==> config.mk <==
export PLATFORM = sky130hd
export DESIGN_NAME = uedb_bank_engine
export DESIGN_NICKNAME = d
export VERILOG_FILES = /design/src/rtl/uedb_pkg.sv /design/src/rtl/uedb_bank_engine.sv
export SDC_FILE = /design/constraint.sdc
export NUM_CORES = 1
export LEC_CHECK = 0
export BUFFER_PORTS_ARGS = -buffer_cell sky130_fd_sc_hd__buf_2
export CAP_MARGIN = 40
export CORE_MARGIN = 1
export CORE_UTILIZATION = 50
export DETAILED_ROUTE_END_ITERATION = 6
export HOLD_SLACK_MARGIN = 0.06
export PLACE_DENSITY = 0.78
export REMOVE_ABC_BUFFERS = 1
export SLEW_MARGIN = 20
export SYNTH_ARGS = -nofsm -noshare
export SYNTH_HDL_FRONTEND = slang
export SYNTH_SLANG_ARGS = --single-unit
export TNS_END_PERCENT = 100
==> constraint.sdc <==
create_clock -name clk -period 6.32 [get_ports clk]
set_input_delay 0.316 -clock clk [delete_from_list [all_inputs] [get_ports clk]]
set_output_delay 0.316 -clock clk [all_outputs]
set_load 0.02 [all_outputs]
==> src/rtl/uedb_pkg.sv <==
// Package for the USB endpoint descriptor bank engine.
// Assumes the descriptors sit in RAM reached by a word-wide master port.
package uedb_pkg;

    localparam logic [31:0] UEDB_EP_STRIDE   = 32'h0000_0020;
    localparam logic [31:0] UEDB_BANK_STRIDE = 32'h0000_0010;
    localparam logic [31:0] UEDB_OFF_PTR     = 32'h0000_0000;
    localparam logic [31:0] UEDB_OFF_SIZE    = 32'h0000_0004;
    localparam logic [31:0] UEDB_OFF_EXT     = 32'h0000_0008;
    localparam logic [31:0] UEDB_OFF_STAT    = 32'h0000_000A;
    localparam logic [31:0] UEDB_WORD_MASK   = 32'hFFFF_FFFC;
    localparam logic [3:0]  UEDB_BE_ALL      = 4'hF;
    localparam logic [3:0]  UEDB_BE_EXT      = 4'h3;
    localparam logic [3:0]  UEDB_BE_STAT     = 4'h4;
    localparam int          UEDB_ZLP_BIT     = 31;
    localparam int          UEDB_SIZE_HI     = 30;
    localparam int          UEDB_SIZE_LO     = 28;
    localparam int          UEDB_MULTI_HI    = 27;
    localparam int          UEDB_MULTI_LO    = 14;
    localparam int          UEDB_TALLY_HI    = 13;
    localparam int          UEDB_TALLY_LO    = 0;
    localparam int          UEDB_FLOW_BIT    = 17;
    localparam int          UEDB_CRC_BIT     = 16;
    localparam int          UEDB_LINK_HI     = 3;
    localparam int          UEDB_BESL_HI     = 7;
    localparam int          UEDB_BESL_LO     = 4;
    localparam int          UEDB_WAKE_BIT    = 8;

    typedef enum logic [1:0] {
        UEDB_OUT, UEDB_IN, UEDB_SETUP, UEDB_LPM
    } uedb_dir_e;

    typedef struct packed {
        logic [2:0] ep;
        logic       bank;
        uedb_dir_e  dir;
        logic       iso;
    } uedb_txn_s;

    typedef struct packed {
        logic        ack;
        logic [10:0] payload;
        logic [3:0]  subtype;
    } uedb_lpm_s;

    typedef struct packed {
        logic nak;
        logic overrun;
        logic crc_err;
    } uedb_end_s;

    typedef struct packed {
        logic        req;
        logic        we;
        logic [31:0] addr;
        logic [31:0] wdata;
        logic [3:0]  be;
    } uedb_mem_s;

    // Maximum packet size in bytes for a three-bit size code.
    function automatic logic [13:0] uedb_max_packet(input logic [2:0] code);
        case (code)
            3'h0:    return 14'h0008;
            3'h1:    return 14'h0010;
            3'h2:    return 14'h0020;
            3'h3:    return 14'h0040;
            3'h4:    return 14'h0080;
            3'h5:    return 14'h0100;
            3'h6:    return 14'h0200;
            default: return 14'h03FF;
        endcase
    endfunction : uedb_max_packet

endpackage : uedb_pkg

==> src/rtl/uedb_bank_engine.sv <==
// Descriptor bank engine: reads a bank, moves payload, writes results back.
// Assumes the packet engine and RAM run on clk; RAM answers with mem_ack.
`timescale 1ns/10ps
module uedb_bank_engine (
    input  wire logic               clk,
    input  wire logic               reset,
    input  wire logic [31:0]        desc_base,
    input  wire logic               txn_start,
    input  wire uedb_pkg::uedb_txn_s txn_in,
    input  wire uedb_pkg::uedb_lpm_s lpm_in,
    output      logic               txn_busy,
    output      logic               txn_done,
    output      logic               zlp_hw,
    output      uedb_pkg::uedb_mem_s mem,
    input  wire logic               mem_ack,
    input  wire logic [31:0]        mem_rdata,
    output      logic               tx_valid,
    input  wire logic               tx_ready,
    output      logic [7:0]         tx_data,
    input  wire logic               rx_valid,
    output      logic               rx_ready,
    input  wire logic [7:0]         rx_data,
    input  wire logic               rx_end,
    input  wire uedb_pkg::uedb_end_s rx_status,
    output      logic [3:0]         lpm_link_state,
    output      logic [3:0]         lpm_besl,
    output      logic               lpm_remote_wake
);
    import uedb_pkg::*;

    typedef enum logic [3:0] {
        S_IDLE, S_RD_PTR, S_RD_SIZE, S_IN_FETCH, S_IN_SEND, S_OUT_RECV,
        S_OUT_STORE, S_WB_SIZE, S_WB_EXT, S_WB_STAT, S_DONE
    } uedb_state_e;

    uedb_state_e state;
    uedb_state_e next_state;
    uedb_txn_s   txn;
    uedb_lpm_s   lpm;
    uedb_end_s   fin;
    logic [31:0] desc;
    logic [31:0] ptr;
    logic [31:0] size_word;
    logic [13:0] limit;
    logic [13:0] count;
    logic [13:0] woff;
    logic [2:0]  nfill;
    logic [31:0] word_buf;
    logic        ended;
    logic        overrun;
    logic [13:0] rd_max;
    logic [13:0] rd_tally;
    logic        is_in;
    logic        byte_in;
    logic [13:0] next_total;
    logic [7:0]  stat_byte;
    logic [15:0] token;

    assign is_in    = (txn.dir == UEDB_IN);
    assign rd_max   = uedb_max_packet(mem_rdata[UEDB_SIZE_HI:UEDB_SIZE_LO]);
    assign rd_tally = mem_rdata[UEDB_TALLY_HI:UEDB_TALLY_LO];
    assign byte_in  = (state == S_OUT_RECV) && rx_valid && !rx_end;
    assign rx_ready = (state == S_OUT_RECV);
    assign tx_valid = (state == S_IN_SEND);
    assign tx_data  = word_buf[7:0];
    assign txn_busy = (state != S_IDLE);
    assign txn_done = (state == S_DONE);
    assign next_total = size_word[UEDB_MULTI_HI:UEDB_MULTI_LO] + count;
    assign token    = {1'b0, lpm.payload, lpm.subtype};
    assign lpm_link_state  = lpm.payload[UEDB_LINK_HI:0];
    assign lpm_besl        = lpm.payload[UEDB_BESL_HI:UEDB_BESL_LO];
    assign lpm_remote_wake = lpm.payload[UEDB_WAKE_BIT];

    // Flow error means NAK outside isochronous, overrun inside it.
    always_comb begin
        stat_byte    = 8'h00;
        stat_byte[1] = txn.iso ? (overrun | fin.overrun) : fin.nak;
        stat_byte[0] = txn.iso & fin.crc_err;
    end

    ////////////////////////////////////////////////////////////////////////
    always_comb begin
        next_state = state;
        case (state)
            S_IDLE: begin
                if (txn_start) begin
                    if (txn_in.dir == UEDB_LPM) begin
                        next_state = lpm_in.ack ? S_WB_EXT : S_DONE;
                    end else begin
                        next_state = S_RD_PTR;
                    end
                end
            end
            S_RD_PTR: begin
                if (mem_ack) begin
                    next_state = S_RD_SIZE;
                end
            end
            S_RD_SIZE: begin
                if (mem_ack && !is_in) begin
                    next_state = S_OUT_RECV;
                end else if (mem_ack) begin
                    next_state = (rd_tally == 14'h0000) ? S_WB_SIZE
                                                        : S_IN_FETCH;
                end
            end
            S_IN_FETCH: begin
                if (mem_ack) begin
                    next_state = S_IN_SEND;
                end
            end
            S_IN_SEND: begin
                if (tx_ready && (count + 14'h0001 == limit)) begin
                    next_state = S_WB_SIZE;
                end else if (tx_ready && nfill == 3'h1) begin
                    next_state = S_IN_FETCH;
                end
            end
            S_OUT_RECV: begin
                if (rx_end) begin
                    next_state = (nfill != 3'h0) ? S_OUT_STORE : S_WB_SIZE;
                end else if (byte_in && count < limit && nfill == 3'h3) begin
                    next_state = S_OUT_STORE;
                end
            end
            S_OUT_STORE: begin
                if (mem_ack) begin
                    next_state = ended ? S_WB_SIZE : S_OUT_RECV;
                end
            end
            S_WB_SIZE: begin
                if (mem_ack) begin
                    next_state = is_in ? S_DONE : S_WB_STAT;
                end
            end
            S_WB_EXT, S_WB_STAT: begin
                if (mem_ack) begin
                    next_state = S_DONE;
                end
            end
            S_DONE: begin
                next_state = S_IDLE;
            end
            default: begin
                next_state = S_IDLE;
            end
        endcase
    end

    always_ff @(posedge clk) begin
        if (reset) begin
            state <= S_IDLE;
        end else begin
            state <= next_state;
        end
    end

    ////////////////////////////////////////////////////////////////////////
    // Descriptor capture.
    always_ff @(posedge clk) begin
        if (reset) begin
            txn       <= '0;
            lpm       <= '0;
            desc      <= 32'h0000_0000;
            ptr       <= 32'h0000_0000;
            size_word <= 32'h0000_0000;
            limit     <= 14'h0000;
            zlp_hw    <= 1'b0;
        end else begin
            if (state == S_IDLE && txn_start) begin
                txn  <= txn_in;
                desc <= desc_base + (32'(txn_in.ep) * UEDB_EP_STRIDE)
                        + (32'(txn_in.bank) * UEDB_BANK_STRIDE);
                if (txn_in.dir == UEDB_LPM && lpm_in.ack) begin
                    lpm <= lpm_in;
                end
            end
            if (state == S_RD_PTR && mem_ack) begin
                ptr <= mem_rdata & UEDB_WORD_MASK;
            end
            if (state == S_RD_SIZE && mem_ack) begin
                size_word <= mem_rdata;
                zlp_hw    <= is_in & mem_rdata[UEDB_ZLP_BIT];
                if (is_in && rd_tally < rd_max) begin
                    limit <= rd_tally;
                end else begin
                    limit <= rd_max;
                end
            end
        end
    end

    ////////////////////////////////////////////////////////////////////////
    // Payload path: bytes shift through one word buffer.
    always_ff @(posedge clk) begin
        if (reset) begin
            count    <= 14'h0000;
            woff     <= 14'h0000;
            nfill    <= 3'h0;
            word_buf <= 32'h0000_0000;
            ended    <= 1'b0;
            overrun  <= 1'b0;
            fin      <= '0;
        end else begin
            case (state)
                S_IDLE: begin
                    count   <= 14'h0000;
                    woff    <= 14'h0000;
                    nfill   <= 3'h0;
                    ended   <= 1'b0;
                    overrun <= 1'b0;
                    fin     <= '0;
                end
                S_IN_FETCH: begin
                    if (mem_ack) begin
                        word_buf <= mem_rdata;
                        nfill    <= 3'h4;
                        woff     <= woff + 14'h0004;
                    end
                end
                S_IN_SEND: begin
                    if (tx_ready) begin
                        word_buf <= {8'h00, word_buf[31:8]};
                        nfill    <= nfill - 3'h1;
                        count    <= count + 14'h0001;
                    end
                end
                S_OUT_RECV: begin
                    if (rx_end) begin
                        ended <= 1'b1;
                        fin   <= rx_status;
                        word_buf <= word_buf >> (6'(3'h4 - nfill) * 6'h08);
                    end else if (byte_in && count < limit) begin
                        word_buf <= {rx_data, word_buf[31:8]};
                        nfill    <= nfill + 3'h1;
                        count    <= count + 14'h0001;
                    end else if (byte_in) begin
                        overrun  <= 1'b1;
                    end
                end
                S_OUT_STORE: begin
                    if (mem_ack) begin
                        nfill <= 3'h0;
                        woff  <= woff + 14'h0004;
                    end
                end
                default: begin
                end
            endcase
        end
    end

    ////////////////////////////////////////////////////////////////////////
    // RAM master requests, held until acknowledged.
    always_comb begin
        mem = '0;
        case (state)
            S_RD_PTR: begin
                mem.req  = 1'b1;
                mem.addr = desc + UEDB_OFF_PTR;
            end
            S_RD_SIZE: begin
                mem.req  = 1'b1;
                mem.addr = desc + UEDB_OFF_SIZE;
            end
            S_IN_FETCH: begin
                mem.req  = 1'b1;
                mem.addr = ptr + 32'(woff);
            end
            S_OUT_STORE: begin
                mem.req   = 1'b1;
                mem.we    = 1'b1;
                mem.addr  = ptr + 32'(woff);
                mem.wdata = word_buf;
                mem.be    = UEDB_BE_ALL >> (3'h4 - nfill);
            end
            S_WB_SIZE: begin
                mem.req   = 1'b1;
                mem.we    = 1'b1;
                mem.addr  = desc + UEDB_OFF_SIZE;
                mem.be    = UEDB_BE_ALL;
                mem.wdata = size_word;
                if (is_in) begin
                    mem.wdata[UEDB_MULTI_HI:UEDB_MULTI_LO] = next_total;
                end else begin
                    mem.wdata[UEDB_TALLY_HI:UEDB_TALLY_LO] = count;
                end
            end
            S_WB_EXT: begin
                mem.req   = 1'b1;
                mem.we    = 1'b1;
                mem.addr  = desc + UEDB_OFF_EXT;
                mem.be    = UEDB_BE_EXT;
                mem.wdata = {16'h0000, token};
            end
            S_WB_STAT: begin
                mem.req   = 1'b1;
                mem.we    = 1'b1;
                mem.addr  = (desc + UEDB_OFF_STAT) & UEDB_WORD_MASK;
                mem.be    = UEDB_BE_STAT;
                mem.wdata = {8'h00, stat_byte, 16'h0000};
            end
            default: begin
            end
        endcase
    end
endmodule : uedb_bank_engine

**Yosys cells after proc, flatten, opt, wreduce, memory -nomap -nowiden**

Index checks and enable logic that the tools add are counted.

- $add $sub $neg: 13
- $mul: 0
- Div/mod/pow operators: 0
- Magnitude comparators: 2
- Equal/unequal tests: 38
- Shift operators: 2
- Multiplexer cells: 53
- Bitwise logic cells: 3
- Reduce and logical (&&, ||, !) cells: 37

Operators by type and width:

| kind | count |
|---|---|
| $pmux 32 s5 | 1 |
| $pmux 36 s4 | 1 |
| $mux 32 | 4 |
| $mux 14 | 7 |
| $pmux 32 s3 | 1 |
| $pmux 10 s7 | 1 |
| $add 32x4->32 const B | 2 |
| $mux 4 | 13 |
| $pmux 14 s3 | 1 |
| $pmux 4 s9 | 1 |
| $add 32x14->32 | 1 |
| $add 32x3->32 const B | 1 |
| $add 32x5->32 | 1 |
| $add 32x8->32 | 1 |
| $shr 32x6->32 | 1 |
| $lt 14x14->1 | 2 |
| $pmux 14 s2 | 1 |
| $mux 3 | 7 |
| $eq 4x3->1 const B | 4 |
| $ne 2x2->1 const B | 8 |
| $pmux 3 s5 | 1 |
| $add 14x1->14 const B | 1 |
| $add 14x14->14 | 1 |
| $add 14x3->14 const B | 1 |
| 38 further kinds | 85 |

- Register bits: 199
- Latch bits: 0
- Bits in writable memories: 0
- Memory bits (read-only): 0
- Output and inout port bits: 92
- Logic and storage cells: 167
- Memories kept: 0

**Logic depth before layout (Yosys ltp)**

Gate-level depths: netlist of run 1.

- Word-level depth: 8
- Depth in mapped cells: 12

**Least setup slack after synthesis of run 1**

OpenSTA, ideal clock, no wires.

- Path type: reg-to-output
- From: reg woff[2]
- To: out mem[64] in the netlist's numbering
- Data arrival time: 2.745 ns
- Path slack: 3.259 ns
- Cell stages (with the launch flop): 12
- Buffers on the path: 0
- Path through: dfxtp_1 ha_1 inv_1 fa_1 nor2b_1 o21a_1 o21ai_0 a211o_1 a31oi_1 nand3_1 xor2_1 o21ai_0

RTL lines:

| element | line | source |
|---|---|---|
| from (decl) | uedb_bank_engine.sv:46 | `logic [13:0] woff;` |
| from (signal assigned) | uedb_bank_engine.sv:218 | `woff <= woff + 14'h0004;` |
| from (signal assigned) | uedb_bank_engine.sv:244 | `woff <= woff + 14'h0004;` |
| to (decl) | uedb_bank_engine.sv:14 | `output uedb_pkg::uedb_mem_s mem,` |

==> results of run 1 <==
layout make-up:
cell class	instances	area share
Clock buffer	18	0.02873
Clock inverter	14	0.01097
Inverter	53	0.01301
Multi-Input combinational cell	1451	0.5771
Sequential cell	197	0.2580
Tap cell	335	0.02742
Timing Repair Buffer	228	0.08479
worst max-delay path by stage:
stage / depth (start not counted) / slack, ns / startpoint / endpoint
final: 12 / 2.28 / woff[2] / mem[62]
after global routing: 12 / 2.05 / woff[2] / mem[62]
after CTS: 8 / 2.16 / state[2] / word_buf[26]
after detailed placement: 8 / 2.22 / state[2] / word_buf[26]
after global placement: 8 / 2.40 / state[2] / word_buf[20]
after floorplan: 7 / 2.43 / state[0] / mem[60]
flip-flops by register name, summed over array words and instances (netlist names), 4 cells and up:
| signal | cells |
|---|---|
| desc | 32 |
| size_word | 32 |
| word_buf | 32 |
| ptr | 30 |
| count | 14 |
| limit | 14 |
| woff | 12 |
| lpm | 6 |
| lpm_besl | 4 |
| lpm_link_state | 4 |
| state | 4 |
routing by layer:
layer / global-route usage / part of all wire
met1: 0.4583 / 0.39
met2: 0.5627 / 0.44
met3: 0.06488 / 0.11
met4: 0.1952 / 0.059
met5: 0 / 0.00022
power by group:
group          leakage (nW)  switching, mW  internal [mW]  total, mW
logic                  4.12           1.17          0.599       1.77
clock network         0.294          0.562          0.607       1.17
registers              1.60          0.240           1.40       1.64
total                  6.01           1.97           2.61       4.58
synthesized netlist by cell type (all sizes together), types with 5 or more instances:
cell,instances,share of area
a211oi,54,0.030
a21o,17,0.0094
a21oi,195,0.072
a221oi,18,0.012
a222oi,15,0.011
a22o,8,0.0052
a22oi,24,0.013
a311oi,6,0.0039
a31oi,15,0.0069
a32oi,5,0.0032
and2,15,0.0069
and3,33,0.015
and4,7,0.0045
buf,44,0.019
clkbuf,97,0.027
dfxtp,197,0.29
ha,65,0.060
inv,52,0.014
mux2i,19,0.014
nand2,320,0.089
nand2b,16,0.0074
nand3,60,0.022
nand3b,6,0.0033
nand4,32,0.016
nor2,125,0.035
nor2b,30,0.014
nor3,35,0.013
nor4,7,0.0037
o211ai,12,0.0066
o21a,6,0.0033
o21ai,98,0.036
o221ai,17,0.011
o22ai,14,0.0065
o2bb2ai,16,0.010
o31ai,12,0.0074
or2,8,0.0037
or3,14,0.0065
xnor2,49,0.032
xor2,39,0.025
metrics by stage:
step / utilization / setup WS (ns)
finish: 0.5801 / 2.282
CTS: 0.5770 / 2.156
floorplan: - / 2.433
global placement: 0.5506 / 2.395
detailed placement: 0.5540 / 2.220
global route: 0.5801 / 2.046
critical path, stage by stage, from the launching register on:
cell and delay, ns:
sky130_fd_sc_hd__dfxtp_1 0.43, sky130_fd_sc_hd__ha_1 0.23, sky130_fd_sc_hd__inv_1 0.06, sky130_fd_sc_hd__fa_1 0.40, sky130_fd_sc_hd__nor2b_1 0.12, sky130_fd_sc_hd__o21a_1 0.15, sky130_fd_sc_hd__o21ai_0 0.20, sky130_fd_sc_hd__a211o_1 0.36
sky130_fd_sc_hd__a31oi_1 0.46, sky130_fd_sc_hd__nand3_1 0.19, sky130_fd_sc_hd__xor2_1 0.20, sky130_fd_sc_hd__o21ai_0 0.25, sky130_fd_sc_hd__buf_2 0.22
kinds of logic (layout without fill, tap and decap cells):
| kind of cell | count (synthesis) | in the layout |
|---|---|---|
| xor+xnor | 88 | 88 |
| buf+inv | 194 | 313 |
| flops | 197 | 197 |
| mux | 21 | 21 |
| simple gates | 722 | 722 |
| fa+ha+maj | 68 | 68 |
| compound gates | 552 | 552 |
cell usage in the layout (no fill, tap or decap), types with 17 or more instances in the layout:
cell	count
sky130_fd_sc_hd__dfxtp_1	197
sky130_fd_sc_hd__a221oi_1	17
sky130_fd_sc_hd__nand4_1	31
sky130_fd_sc_hd__nand3_1	60
sky130_fd_sc_hd__a22oi_1	24
sky130_fd_sc_hd__and3_1	33
sky130_fd_sc_hd__mux2i_1	19
sky130_fd_sc_hd__nor3_1	34
sky130_fd_sc_hd__buf_4	23
sky130_fd_sc_hd__a21o_1	17
sky130_fd_sc_hd__a211oi_1	53
sky130_fd_sc_hd__clkbuf_16	17
sky130_fd_sc_hd__ha_1	65
sky130_fd_sc_hd__o221ai_1	17
sky130_fd_sc_hd__inv_1	52
sky130_fd_sc_hd__nand2_1	319
sky130_fd_sc_hd__xnor2_1	49
sky130_fd_sc_hd__xor2_1	39
sky130_fd_sc_hd__o21ai_0	96
sky130_fd_sc_hd__nor2_1	125
sky130_fd_sc_hd__a21oi_1	194
sky130_fd_sc_hd__buf_2	196
sky130_fd_sc_hd__nor2b_1	30
==> run summary, run 1 <==
Once the clock tree was built, the setup fixing pass inserted 0 buffers. For the final count of hold timing violations, the log shows 0. For the number of max-slew violations in the final report, the log shows 0. The post-synthesis area per instance came out at 7.365 sq um. The run gives 2296 as the number of non-filler instances in the completed layout. Measured in cells, the most critical reg-to-reg path has a length of 10. The worst max-slew margin expressed relative to the limit is 0.4134. By area, the combinational part of the netlist is dominated by compound AO/OA/AOI/OAI gates. The starting density of the core was 0.5147; the worst hold path depth was 3.

The number of vias per cell after detailed routing was 6.482. The run gives 2 as the number of DRC violations after detailed routing. Compound-cell area share of the yosys netlist: 0.2624. Share of the synthesized netlist area taken by xor and xnor gates: 0.05682. During placement, the flow inserted port buffers numbering 196.

The unique cell type count in the Yosys netlist came out at 79. The die covers 27790 sq um. The beginning of the worst register-to-register path is state[2]. The run gives 3.01 ns as the setup slack of the most critical reg-to-reg path. From left edge to right edge, the die measures 166.7 um.

At the pin with the least slew margin, the transition time is 0.8786 ns. The portion of netlist area occupied by mux cells was 0.01596; the post-cts repair resize count was 0. For the global-route total usage across every layer, the log shows 0.3557. In this run the core area contains 59 standard-cell rows.

Entering global routing, the biggest net connects 80 pins. The count of nets left with antenna violations once routing finished came out at 0. Of all nets on the critical path, the largest fanout is 6. The critical path endpoint category is an output pin. The share of synthesized cell area in full adder, half adder and majority cells works out to 0.06438. In this run the most critical hold path is launched from lpm_in[4]. The cell count after synthesis came out at 1842.

The latest clock arrival within the worst-skew pair came out at 0.46 ns. The tools report the quantity of hold-fixing buffers added after cts as 0. Critical path class: flop to output pin.

The number of setup violations in the final report was 0; the maximum buffer depth of the clock tree was 2. The run gives 2121 as the net count reported at finish. Across the routed clock network, the largest skew measured is 0.01759 ns.

The run gives 7 as the first-pass iteration count of the detailed router. The share of cells above drive strength 1 is 0.1453, and the initial DRC count is 1588. Hold timing on the final database bottoms out at a slack of 0.08024 ns. The placed instances occupy a cell area of 14600 sq um. The run gives 1 as the initial antenna violation count. The via count of the first global-routing pass came out at 13760. With fillers left out, the area of the finished cells amounts to 15290 sq um. The post-synthesis share of cell area spent on and, or, nand and nor gates was 0.2489; the upper clock frequency limit was 0.2476 GHz. For this design the static power due to leakage is 6.012 nW.

The H-tree was split into 4 levels. The first global-routing pass estimated 77.74 mm of wire. In this run, synthesis inferred 0 flip-flops with an integrated enable.

The die is 166.7 um tall. The CTS sink count is 197, and the clock-pin slew reported for the worst setup and hold paths after clock tree synthesis is 0.09 ns. The cell sitting at the root of the clock tree is a sky130_fd_sc_hd__clkbuf_16. During synthesis, Yosys emitted a total of 0 warnings.

The worst hold path belongs to the class primary input to flop. Pin placement for this block handled 197 I/O pins. At the worst endpoint, the required time is 6.00 ns. Reg-to-reg endpoint: word_buf[3].

Routability-driven placement finished with a final weighted congestion of 1.005. Number of antenna diodes: 0. The number of placed instances, taps included, is 2258.

After layout, the minimum clock period comes to 4.038 ns. The area taken by flip-flops and latches is 3944 sq um, and the number of fillers in the final layout is 2453. Most used flip-flop cell after synthesis: sky130_fd_sc_hd__dfxtp_1.

The run gives 0.2907 as the sequential share of the synthesized area. For the worst setup path, the data arrival time is 3.72 ns. For hold timing, the worst endpoint is lpm_link_state[0]. For the sum of negative setup slack, the log shows 0 ns.

Setup repair after global routing left no endpoint under its margin. The area of the multi-input gates is 8823 sq um, and the detailed-route wire length is 50.12 mm. The nature of the critical path startpoint is a flop. The run finished, with violations left.

For the peak ir drop on the vdd network, the log shows 0.0002040 V. Synthesis inferred 197 register bits. Across all layers, the routed design uses 14880 vias. The max-cap violation count is 0. The final reports fail on design-rule violations.

For the global-route congestion overflow total, the log shows 0. In this run, CTS created clock tree buffers numbering 17. The total power draw came out at 4.576 mW. Compared with the post-synthesis result, the final layout area differs by 12.70%.

The floorplan core area was 26350 sq um; the detail-routed net length per standard cell was 21.83 um. Dividing total power by cell area gives a power density of 299.3 nW/um^2. The HPWL after detailed placement is 36.45 mm. TritonCTS built the clock tree. The run gives 13570 sq um as the mapped cell area.

Final critical-path share of the clock period: 0.6390. The fraction of synthesis flops using an asynchronous set or reset pin was 0.
Note: power is estimated with default switching activity, not from simulation.
==> run 2: changes to the inputs <==
--- a/config.mk
+++ b/config.mk
@@ -5,13 +5,14 @@
 export SDC_FILE = /design/constraint.sdc
 export NUM_CORES = 1
 export LEC_CHECK = 0
+export ABC_AREA = 1
 export BUFFER_PORTS_ARGS = -buffer_cell sky130_fd_sc_hd__buf_2
 export CAP_MARGIN = 40
 export CORE_MARGIN = 1
 export CORE_UTILIZATION = 50
 export DETAILED_ROUTE_END_ITERATION = 6
 export HOLD_SLACK_MARGIN = 0.06
-export PLACE_DENSITY = 0.78
+export PLACE_DENSITY = 0.8
 export REMOVE_ABC_BUFFERS = 1
 export SLEW_MARGIN = 20
 export SYNTH_ARGS = -nofsm -noshare
==> constraint.sdc (replaced) <==
create_clock -name clk -period 3.4 [get_ports clk]
set_input_delay 0.17 -clock clk [delete_from_list [all_inputs] [get_ports clk]]
set_output_delay 0.17 -clock clk [all_outputs]
set_load 0.02 [all_outputs]
==> run 2 against run 1 <==
  * The flow now finishes without violations
  * Clock power is 93% higher
  * Cell area increased by 14%
  * Routed wire length up 23%
  * Power is 110% higher
  * Die area rose by 9.6%
  * Critical path depth down 1
  * First-iteration DRC count increased by 27%
  * Sequential power rose by 93%
  * Combinational power is 150% higher
  * Hold slack worse by 0.0083 ns
  * Largest power group unchanged
  * Via count is 21% higher
  * Sequential cell count stayed put
==> run summary, run 2 <==
After routing the design area is 17490 sq um. In this run the static leakage power is 7.531 nW. Net count reported at finish: 2781.

The nature of the critical path startpoint is a flop. The logs give 1 for the initial antenna violation count and 2024 for the initial DRC count. The critical path endpoint category was an output pin. For the worst setup path, the data arrival time is 3.07 ns.

The most frequent cell after synthesis was sky130_fd_sc_hd__nand2_1. The latest clock arrival within the worst-skew pair is 0.48 ns, and the floorplan core area is 29010 sq um. Max-cap violation count: 0. TritonCTS built the clock tree. Upper clock frequency limit: 0.3084 GHz. The tree built by TritonCTS fans out to 197 sinks. The tools report the area taken by flip-flops and latches as 3948 sq um. The share of Yosys cell area claimed by the top area cell type is 0.2649, and the buffer count from post-CTS setup fixing is 0. Data on the critical path is required at its endpoint by 3.23 ns. The multi-input combinational cells in the finished layout cover a total of 9294 sq um. The final count of hold timing violations was 0. The highest net fanout along the worst path works out to 6. The total power draw is 9.807 mW, and the detail-routed net length per standard cell is 20.59 um. The clock passes through at most 2 buffers. The biggest area consumer among synthesized cells was sky130_fd_sc_hd__dfxtp_1.

For this run the aggregate overflow at the end of global routing stands at 0. The post-route minimum period works out to 3.243 ns. Entering global routing, the biggest net connects 114 pins. IR analysis of the VDD net gives a maximum drop of 0.0004457 V.

The tools report the area of the die as 30470 sq um. The final core area utilization is 0.6029, and the number of antenna-violating nets in the routed design is 0. The number of CTS-inserted buffers is 17. From bottom edge to top edge, the die measures 174.6 um.

Counting flops and latches in the post-synthesis netlist gives 197. The logs give 46.58 mm for the half-perimeter wire length after detailed placement and 0.3954 for the worst max-slew margin expressed relative to the limit. The tools report the number of DRC violations after detailed routing as 0. The starting density of the core was 0.5132.

In the synthesized netlist the dominant register cell turns out to be sky130_fd_sc_hd__dfxtp_1. In this run the worst hold path is classified as primary input to flop. The flow ran to the end, and the final reports show no timing, DRC or antenna violations.

The run gives 4 as the depth of the CTS H-tree. Yosys mapped a number of flops with a built-in enable equal to 0. Final critical-path share of the clock period: 0.9538.

The share of cells above drive strength 1 is 0.1324. Critical path class: flop to output pin. The number of setup violations in the final report was 0; the clock-pin slew reported for the worst setup and hold paths after clock tree synthesis was 0.09 ns. By area the synthesized netlist is led by sky130_fd_sc_hd__dfxtp_1, sky130_fd_sc_hd__nand2_1, sky130_fd_sc_hd__a21oi_1. Before antenna repair, the detailed router went through 6 iterations. The unique cell type count in the Yosys netlist was 61; the transition time of the tightest slew-check pin was 0.8974 ns. The library cell used most frequently in the layout, excluding fill and tap cells, is sky130_fd_sc_hd__nand2_1. The number of antenna diodes came out at 0.

The run gives 0.3990 as the global-route total usage across every layer. The die is 174.6 um wide. The number of max-slew violations in the final report was 0; the power per standard cell area was 560.7 nW/um^2.

The number of vias per cell after detailed routing was 6.016. For the setup clock skew after layout, the log shows 0.01452 ns. The mapped cell area was 14890 sq um; the fraction of synthesis flops using an asynchronous set or reset pin was 0. The commonest cells after synthesis are sky130_fd_sc_hd__nand2_1, sky130_fd_sc_hd__inv_1, sky130_fd_sc_hd__nor2_1.

The final layout contains routed wiring with a total length of 61.86 mm. The initialized floorplan defines 62 standard-cell rows. The sequential share of the synthesized area is 0.2649, and the sum of negative setup slack is 0 ns.

Routability-driven placement finished with a final weighted congestion of 1.062. The cell sitting at the root of the clock tree is a sky130_fd_sc_hd__clkbuf_16. 197 I/O pins were placed.

The largest registers in the layout are desc x32, size_word x32, word_buf x32. In the layout the commonest cells are sky130_fd_sc_hd__nand2_1, sky130_fd_sc_hd__inv_1, sky130_fd_sc_hd__nor2_1. A synthesized cell averages 6.199 sq um. During synthesis, Yosys emitted a total of 0 warnings. Buffers placed on the I/O ports in this run total 196. Setup repair after global routing left no endpoint under its margin. The run gives 16310 sq um as the instance area after placement.

The relative area change from synthesis to final layout works out to 17.47%. Hold is met by 0.07196 ns. After technology mapping, the gate count stands at 2402. The first-pass GRT wire length was 93.35 mm; the overall via count from detail_route was 18080. The number of fillers in the final layout was 2819; the via count of the first global-routing pass was 16590.
run 2: cell types whose count changed after synthesis, sizes merged, moves of 22 or more:
cell,change
o21ai,+176
nor2,+152
nand3,+82
o211ai,+29
inv,+266
a211oi,-50
nor2b,-30
xnor2,-42
a22oi,-22
a21oi,+40
and3,-33
nand2,+160
run 2: final cells by class:
type | instances | share of cell area
inverter | 322 | 0.06910
clock inverter | 15 | 0.01266
multi-input combinational | 1774 | 0.5313
sequential | 197 | 0.2257
tap | 384 | 0.02747
timing repair buffer | 296 | 0.1094
clock buffer | 17 | 0.02432
run 2: path summary, 6_finish.rpt:
kind	start	endpoint	slack, ns	cells after the start
setup / recovery	woff[7]	mem[62]	0.16	11
hold / removal	mem_rdata[21]	ptr[21]	0.07	3
setup reg to reg	count[11]	count[0]	0.61	11
hold reg to reg	size_word[31]	size_word[31]	0.47	2
run 2: metrics by stage:
stage	std cells	worst slack, ns
after floorplan	2293	0.2045
after global placement	2922	0.5105
after detailed placement	2924	0.4389
after CTS	3005	0.04965
after global routing	3005	0.002919
final	3005	0.1572
run 2: worst max-delay path: stages (launching register included):
cell and delay (ns):
sky130_fd_sc_hd__dfxtp_1 0.44, sky130_fd_sc_hd__ha_1 0.33, sky130_fd_sc_hd__a21oi_1 0.26, sky130_fd_sc_hd__o21ai_0 0.16, sky130_fd_sc_hd__nand2_1 0.09, sky130_fd_sc_hd__nand4_1 0.30
sky130_fd_sc_hd__nand3_2 0.23, sky130_fd_sc_hd__nor2_4 0.06, sky130_fd_sc_hd__nand2_1 0.06, sky130_fd_sc_hd__nor2_1 0.04, sky130_fd_sc_hd__o31ai_1 0.39, sky130_fd_sc_hd__buf_2 0.24
run 2: repair_timing:
action | 4_1_cts | 5_1_grt
hold buffers | 49 | 0
endpoints found under the hold margin | 58 | 0
pin swaps | 0 | 2
resized for setup | 1 | 17
setup endpoints to repair | 3 | 14
run 2: power by group:
part           internal, mW  total [mW]  switching, mW
clock                  1.04        2.26           1.21
combinational          1.34        4.38           3.04
sequential             2.72        3.17          0.451
total                  5.10        9.81           4.70
run 2: per-layer routing:
metal | global-route usage | share of wire
met1 | 0.4966 | 0.39
met2 | 0.6345 | 0.44
met3 | 0.07419 | 0.096
met4 | 0.2551 | 0.069
met5 | 0 | 0.00021
run 2: logic make-up after synthesis:
logic type,Yosys count,share of synthesized area
XOR/XNOR,31,0.01916
AO/OA/AOI/OAI,662,0.2525
AND/OR/NAND/NOR,1013,0.2911
buffers and inverters,431,0.1138
flip-flops,197,0.2649
adder cells (fa/ha/maj),68,0.05865
==> run 3: changes to the inputs <==
--- a/config.mk
+++ b/config.mk
@@ -8,11 +8,10 @@
 export ABC_AREA = 1
 export BUFFER_PORTS_ARGS = -buffer_cell sky130_fd_sc_hd__buf_2
 export CAP_MARGIN = 40
-export CORE_MARGIN = 1
-export CORE_UTILIZATION = 50
+export CORE_UTILIZATION = 45
 export DETAILED_ROUTE_END_ITERATION = 6
 export HOLD_SLACK_MARGIN = 0.06
-export PLACE_DENSITY = 0.8
+export PLACE_DENSITY = 0.74
 export REMOVE_ABC_BUFFERS = 1
 export SLEW_MARGIN = 20
 export SYNTH_ARGS = -nofsm -noshare
==> run 3 against run 2 <==
  * Worst setup slack got worse by 0.053 ns
  * Hold slack improved by 0.0033 ns
  * Non-clock buffer count fell by 14
  * Critical path depth did not move
  * Routed wire length fell by 2.0%
  * Sequential power barely moved
  * Highest routed layer is now met4
  * Clock skew rose by 0.00065 ns
  * Cell area fell by 0.72%
==> run summary, run 3 (synthesis results as in run 2) <==
For flop-to-flop paths, the worst setup slack is 0.66 ns. The starting density of the core was 0.4577. The share of cells above drive strength 1 came out at 0.1320. TritonCTS built the clock tree.

The maximum cell stage delay along the critical path came out at 0.65 ns. The initialized floorplan defines 66 standard-cell rows. Clock latency on the worst-skew pair, taken at its later pin, is 0.47 ns. The overall via count from detail_route was 17870; the transition time of the tightest slew-check pin was 0.7620 ns. In the routed layout, each cell is associated on average with a via count of 5.858. The floorplan step set the die height to 183.9 um.

The launch instance of the worst min-delay path was rx_data[2]. Relative area change from synthesis to final layout: 16.62%. The tool flagged a number of max-cap violations equal to 0. The run gives 71 as the largest net degree at the start of global routing.

The initial antenna violation count is 0. The die covers 33820 sq um. In this run the critical register-to-register path is launched from count[3]. The run gives 0.4915 as the worst max-slew margin expressed relative to the limit. The cell family contributing the most delay on the critical path is compound AO/OA/AOI/OAI gates. The run finished with clean final reports. The initial DRC count is 1941. The smallest clock period supported by the final layout is computed as 3.296 ns. The layout has 3327 filler cells. The depth of the worst register-to-register path works out to 14. Setup repair after global routing left no endpoint under its margin.

The chip width came out at 183.9 um. Input and output buffers added on the ports amount to 196. Leaving out fill and tap cells, the most frequent cells in the layout are sky130_fd_sc_hd__nand2_1, sky130_fd_sc_hd__inv_1, sky130_fd_sc_hd__nor2_1. Counting stages on the worst path, the most repeated cell is sky130_fd_sc_hd__inv_2. The clock passes through at most 2 buffers.

The worst-case IR drop observed on VDD is 0.0004472 V. The critical path class is flop to output pin. The sequential cells in the finished layout cover a total of 3954 sq um. Routability-driven placement finished with a final weighted congestion of 1.024. The sum of negative setup slack was 0 ns. The first detailed-routing pass took 7 iterations. Clock tree synthesis inserted a total of 17 buffers. The global-route total usage across every layer is 0.3577, and the detail-routed net length per standard cell is 19.87 um. In the final layout, the registers with the most flip-flops are desc x32, size_word x32, word_buf x32. The number of max-slew violations in the final report came out at 0. The slowest stage of the critical path is the sky130_fd_sc_hd__a2111oi_0 cell.

Global routing finished with a remaining overflow of 0. Setup violations remaining at the end of the flow were counted as 0. The required arrival time at the worst endpoint is 3.23 ns.

Critical path endpoint category: an output pin. Along the worst path, the maximum fanout reaches 8. Together, buffers and inverters on the worst path number 5. In this run the number of H-tree levels came out at 4.

The region available for standard cell placement spans 32540 sq um. During I/O placement, the number of pins put on the boundary was 197. The final core area utilization was 0.5337; the number of DRC violations after detailed routing was 0. The final critical-path share of the clock period is 0.9694.

The net count of the finished layout is 2767. The power per standard cell area is 548.2 nW/um^2, and the CTS sink count is 197. The type of the tightest min-delay check is primary input to flop.

The tools report the static power due to leakage as 7.436 nW. STA classifies the critical path startpoint as a flop. The critical path goes through inv_2 > nand2_4 > inv_2 > nand3_1 > buf_4 > inv_1 > nor2_1 > nand2_1 > a2111oi_0 > o31ai_1 > buf_2. For the detailed-route wire length, the log shows 60.61 mm. The first-pass GRT wire length is 92.81 mm, and the worst hold path depth is 5. In the final layout, the multi-input gates occupy 9305 sq um.

Clock-pin slew was measured on the worst setup and hold paths at 0.08 ns. The wire-length estimate of the detail-placed layout is 45.48 mm. Data arrives at the worst endpoint at 3.13 ns. The end point of the most critical hold path was word_buf[26].

Across the routed clock network, the largest skew measured is 0.01517 ns. Leaving out fill and tap cells, the most frequent cell in the layout is sky130_fd_sc_hd__nand2_1. Clock tree root buffer cell: sky130_fd_sc_hd__clkbuf_16. The reg-to-reg endpoint was word_buf[15]. The via count of the first global-routing pass was 16540; the number of antenna-violating nets in the routed design was 0. Final count of hold timing violations: 0.

For this run, the top clock speed supported by timing is 0.3034 GHz.
==> run 3: changes by cell type in the layout (fill, tap and decap cells not counted), sizes merged <==
cell	before	now
buf	247	241
clkbuf	17	18
clkinv	9	11
clkinvlp	0	2
diode	0	1
dlygate4sd3	49	40
inv	328	324
==> run 3: final cells by class <==
cell class / instances / share of cell area
inverters: 322 / 0.06960
clock inverters: 15 / 0.009367
clock buffers: 17 / 0.02450
repair buffers: 282 / 0.1010
flip-flops and latches: 197 / 0.2277
diodes: 1 / 0.0001441
multi-input cells: 1774 / 0.5358
well taps: 442 / 0.03185
==> run 3: how the worst max path moves through the flow <==
stage	from	end	slack, ns	cells past startpoint
detailed placement	desc[2]	mem[53]	0.44	14
floorplan	state[2]	lpm[0]	0.20	7
CTS	woff[2]	mem[56]	0.005	15
finish	state[3]	mem[43]	0.10	11
global placement	desc[2]	mem[61]	0.45	14
global route	desc[3]	mem[53]	0.01	14
==> run 3: worst register-to-register path, stage by stage, from the launching register on <==
cell,delay (ns)
sky130_fd_sc_hd__dfxtp_1,0.61
sky130_fd_sc_hd__ha_1,0.33
sky130_fd_sc_hd__nand2_1,0.07
sky130_fd_sc_hd__inv_1,0.03
sky130_fd_sc_hd__o21ai_0,0.14
sky130_fd_sc_hd__nand3_1,0.13
sky130_fd_sc_hd__nand4_1,0.18
sky130_fd_sc_hd__nand3_1,0.17
sky130_fd_sc_hd__nand2_1,0.12
sky130_fd_sc_hd__inv_2,0.05
sky130_fd_sc_hd__nor3_4,0.10
sky130_fd_sc_hd__buf_4,0.42
sky130_fd_sc_hd__nand2_1,0.10
sky130_fd_sc_hd__o21ai_1,0.10
sky130_fd_sc_hd__nor2_1,0.06
==> run 3: routing by layer <==
layer / global-route usage / vias up / share of wire
met5: 0 / - / 0
met4: 0.2203 / 0 / 0.059
met3: 0.05963 / 200 / 0.093
met2: 0.5641 / 1035 / 0.44
met1: 0.4547 / 8173 / 0.41
li1: - / 8459 / -
==> run 3: report_power, final <==
group	switching (mW)	total, mW	internal [mW]	leakage [nW]
Clock	1.09	2.08	0.986	0.281
Combinational	3.02	4.28	1.26	5.55
Sequential	0.438	3.16	2.72	1.61
==> run 3: what timing repair did <==
action / in CTS / in global routing
hold endpoints to repair: 45 / 0
setup endpoints to repair: 5 / 14
gates resized for setup: 2 / 17
pin swaps: 0 / 1
hold buffers: 40 / 0
gates cloned: 0 / 0
setup buffers: 0 / 2
==> run 3: per-stage QoR <==
| step | hold WS (ns) | cell area (sq um) | worst slack, ns | cells | power [mW] |
|---|---|---|---|---|---|
| 2_1_floorplan | 0.2391 | 14410 | 0.2045 | 2293 | 5.650 |
| 3_3_place_gp | 0.4012 | 16270 | 0.4458 | 2973 | 7.191 |
| 3_5_place_dp | 0.4111 | 16270 | 0.4358 | 2973 | 7.254 |
| 4_1_cts | 0.06114 | 17270 | 0.005203 | 3045 | 9.370 |
| 5_1_grt | 0.07067 | 17360 | 0.009932 | 3049 | 10.02 |
| 6_report | 0.07524 | 17370 | 0.1041 | 3050 | 9.519 |
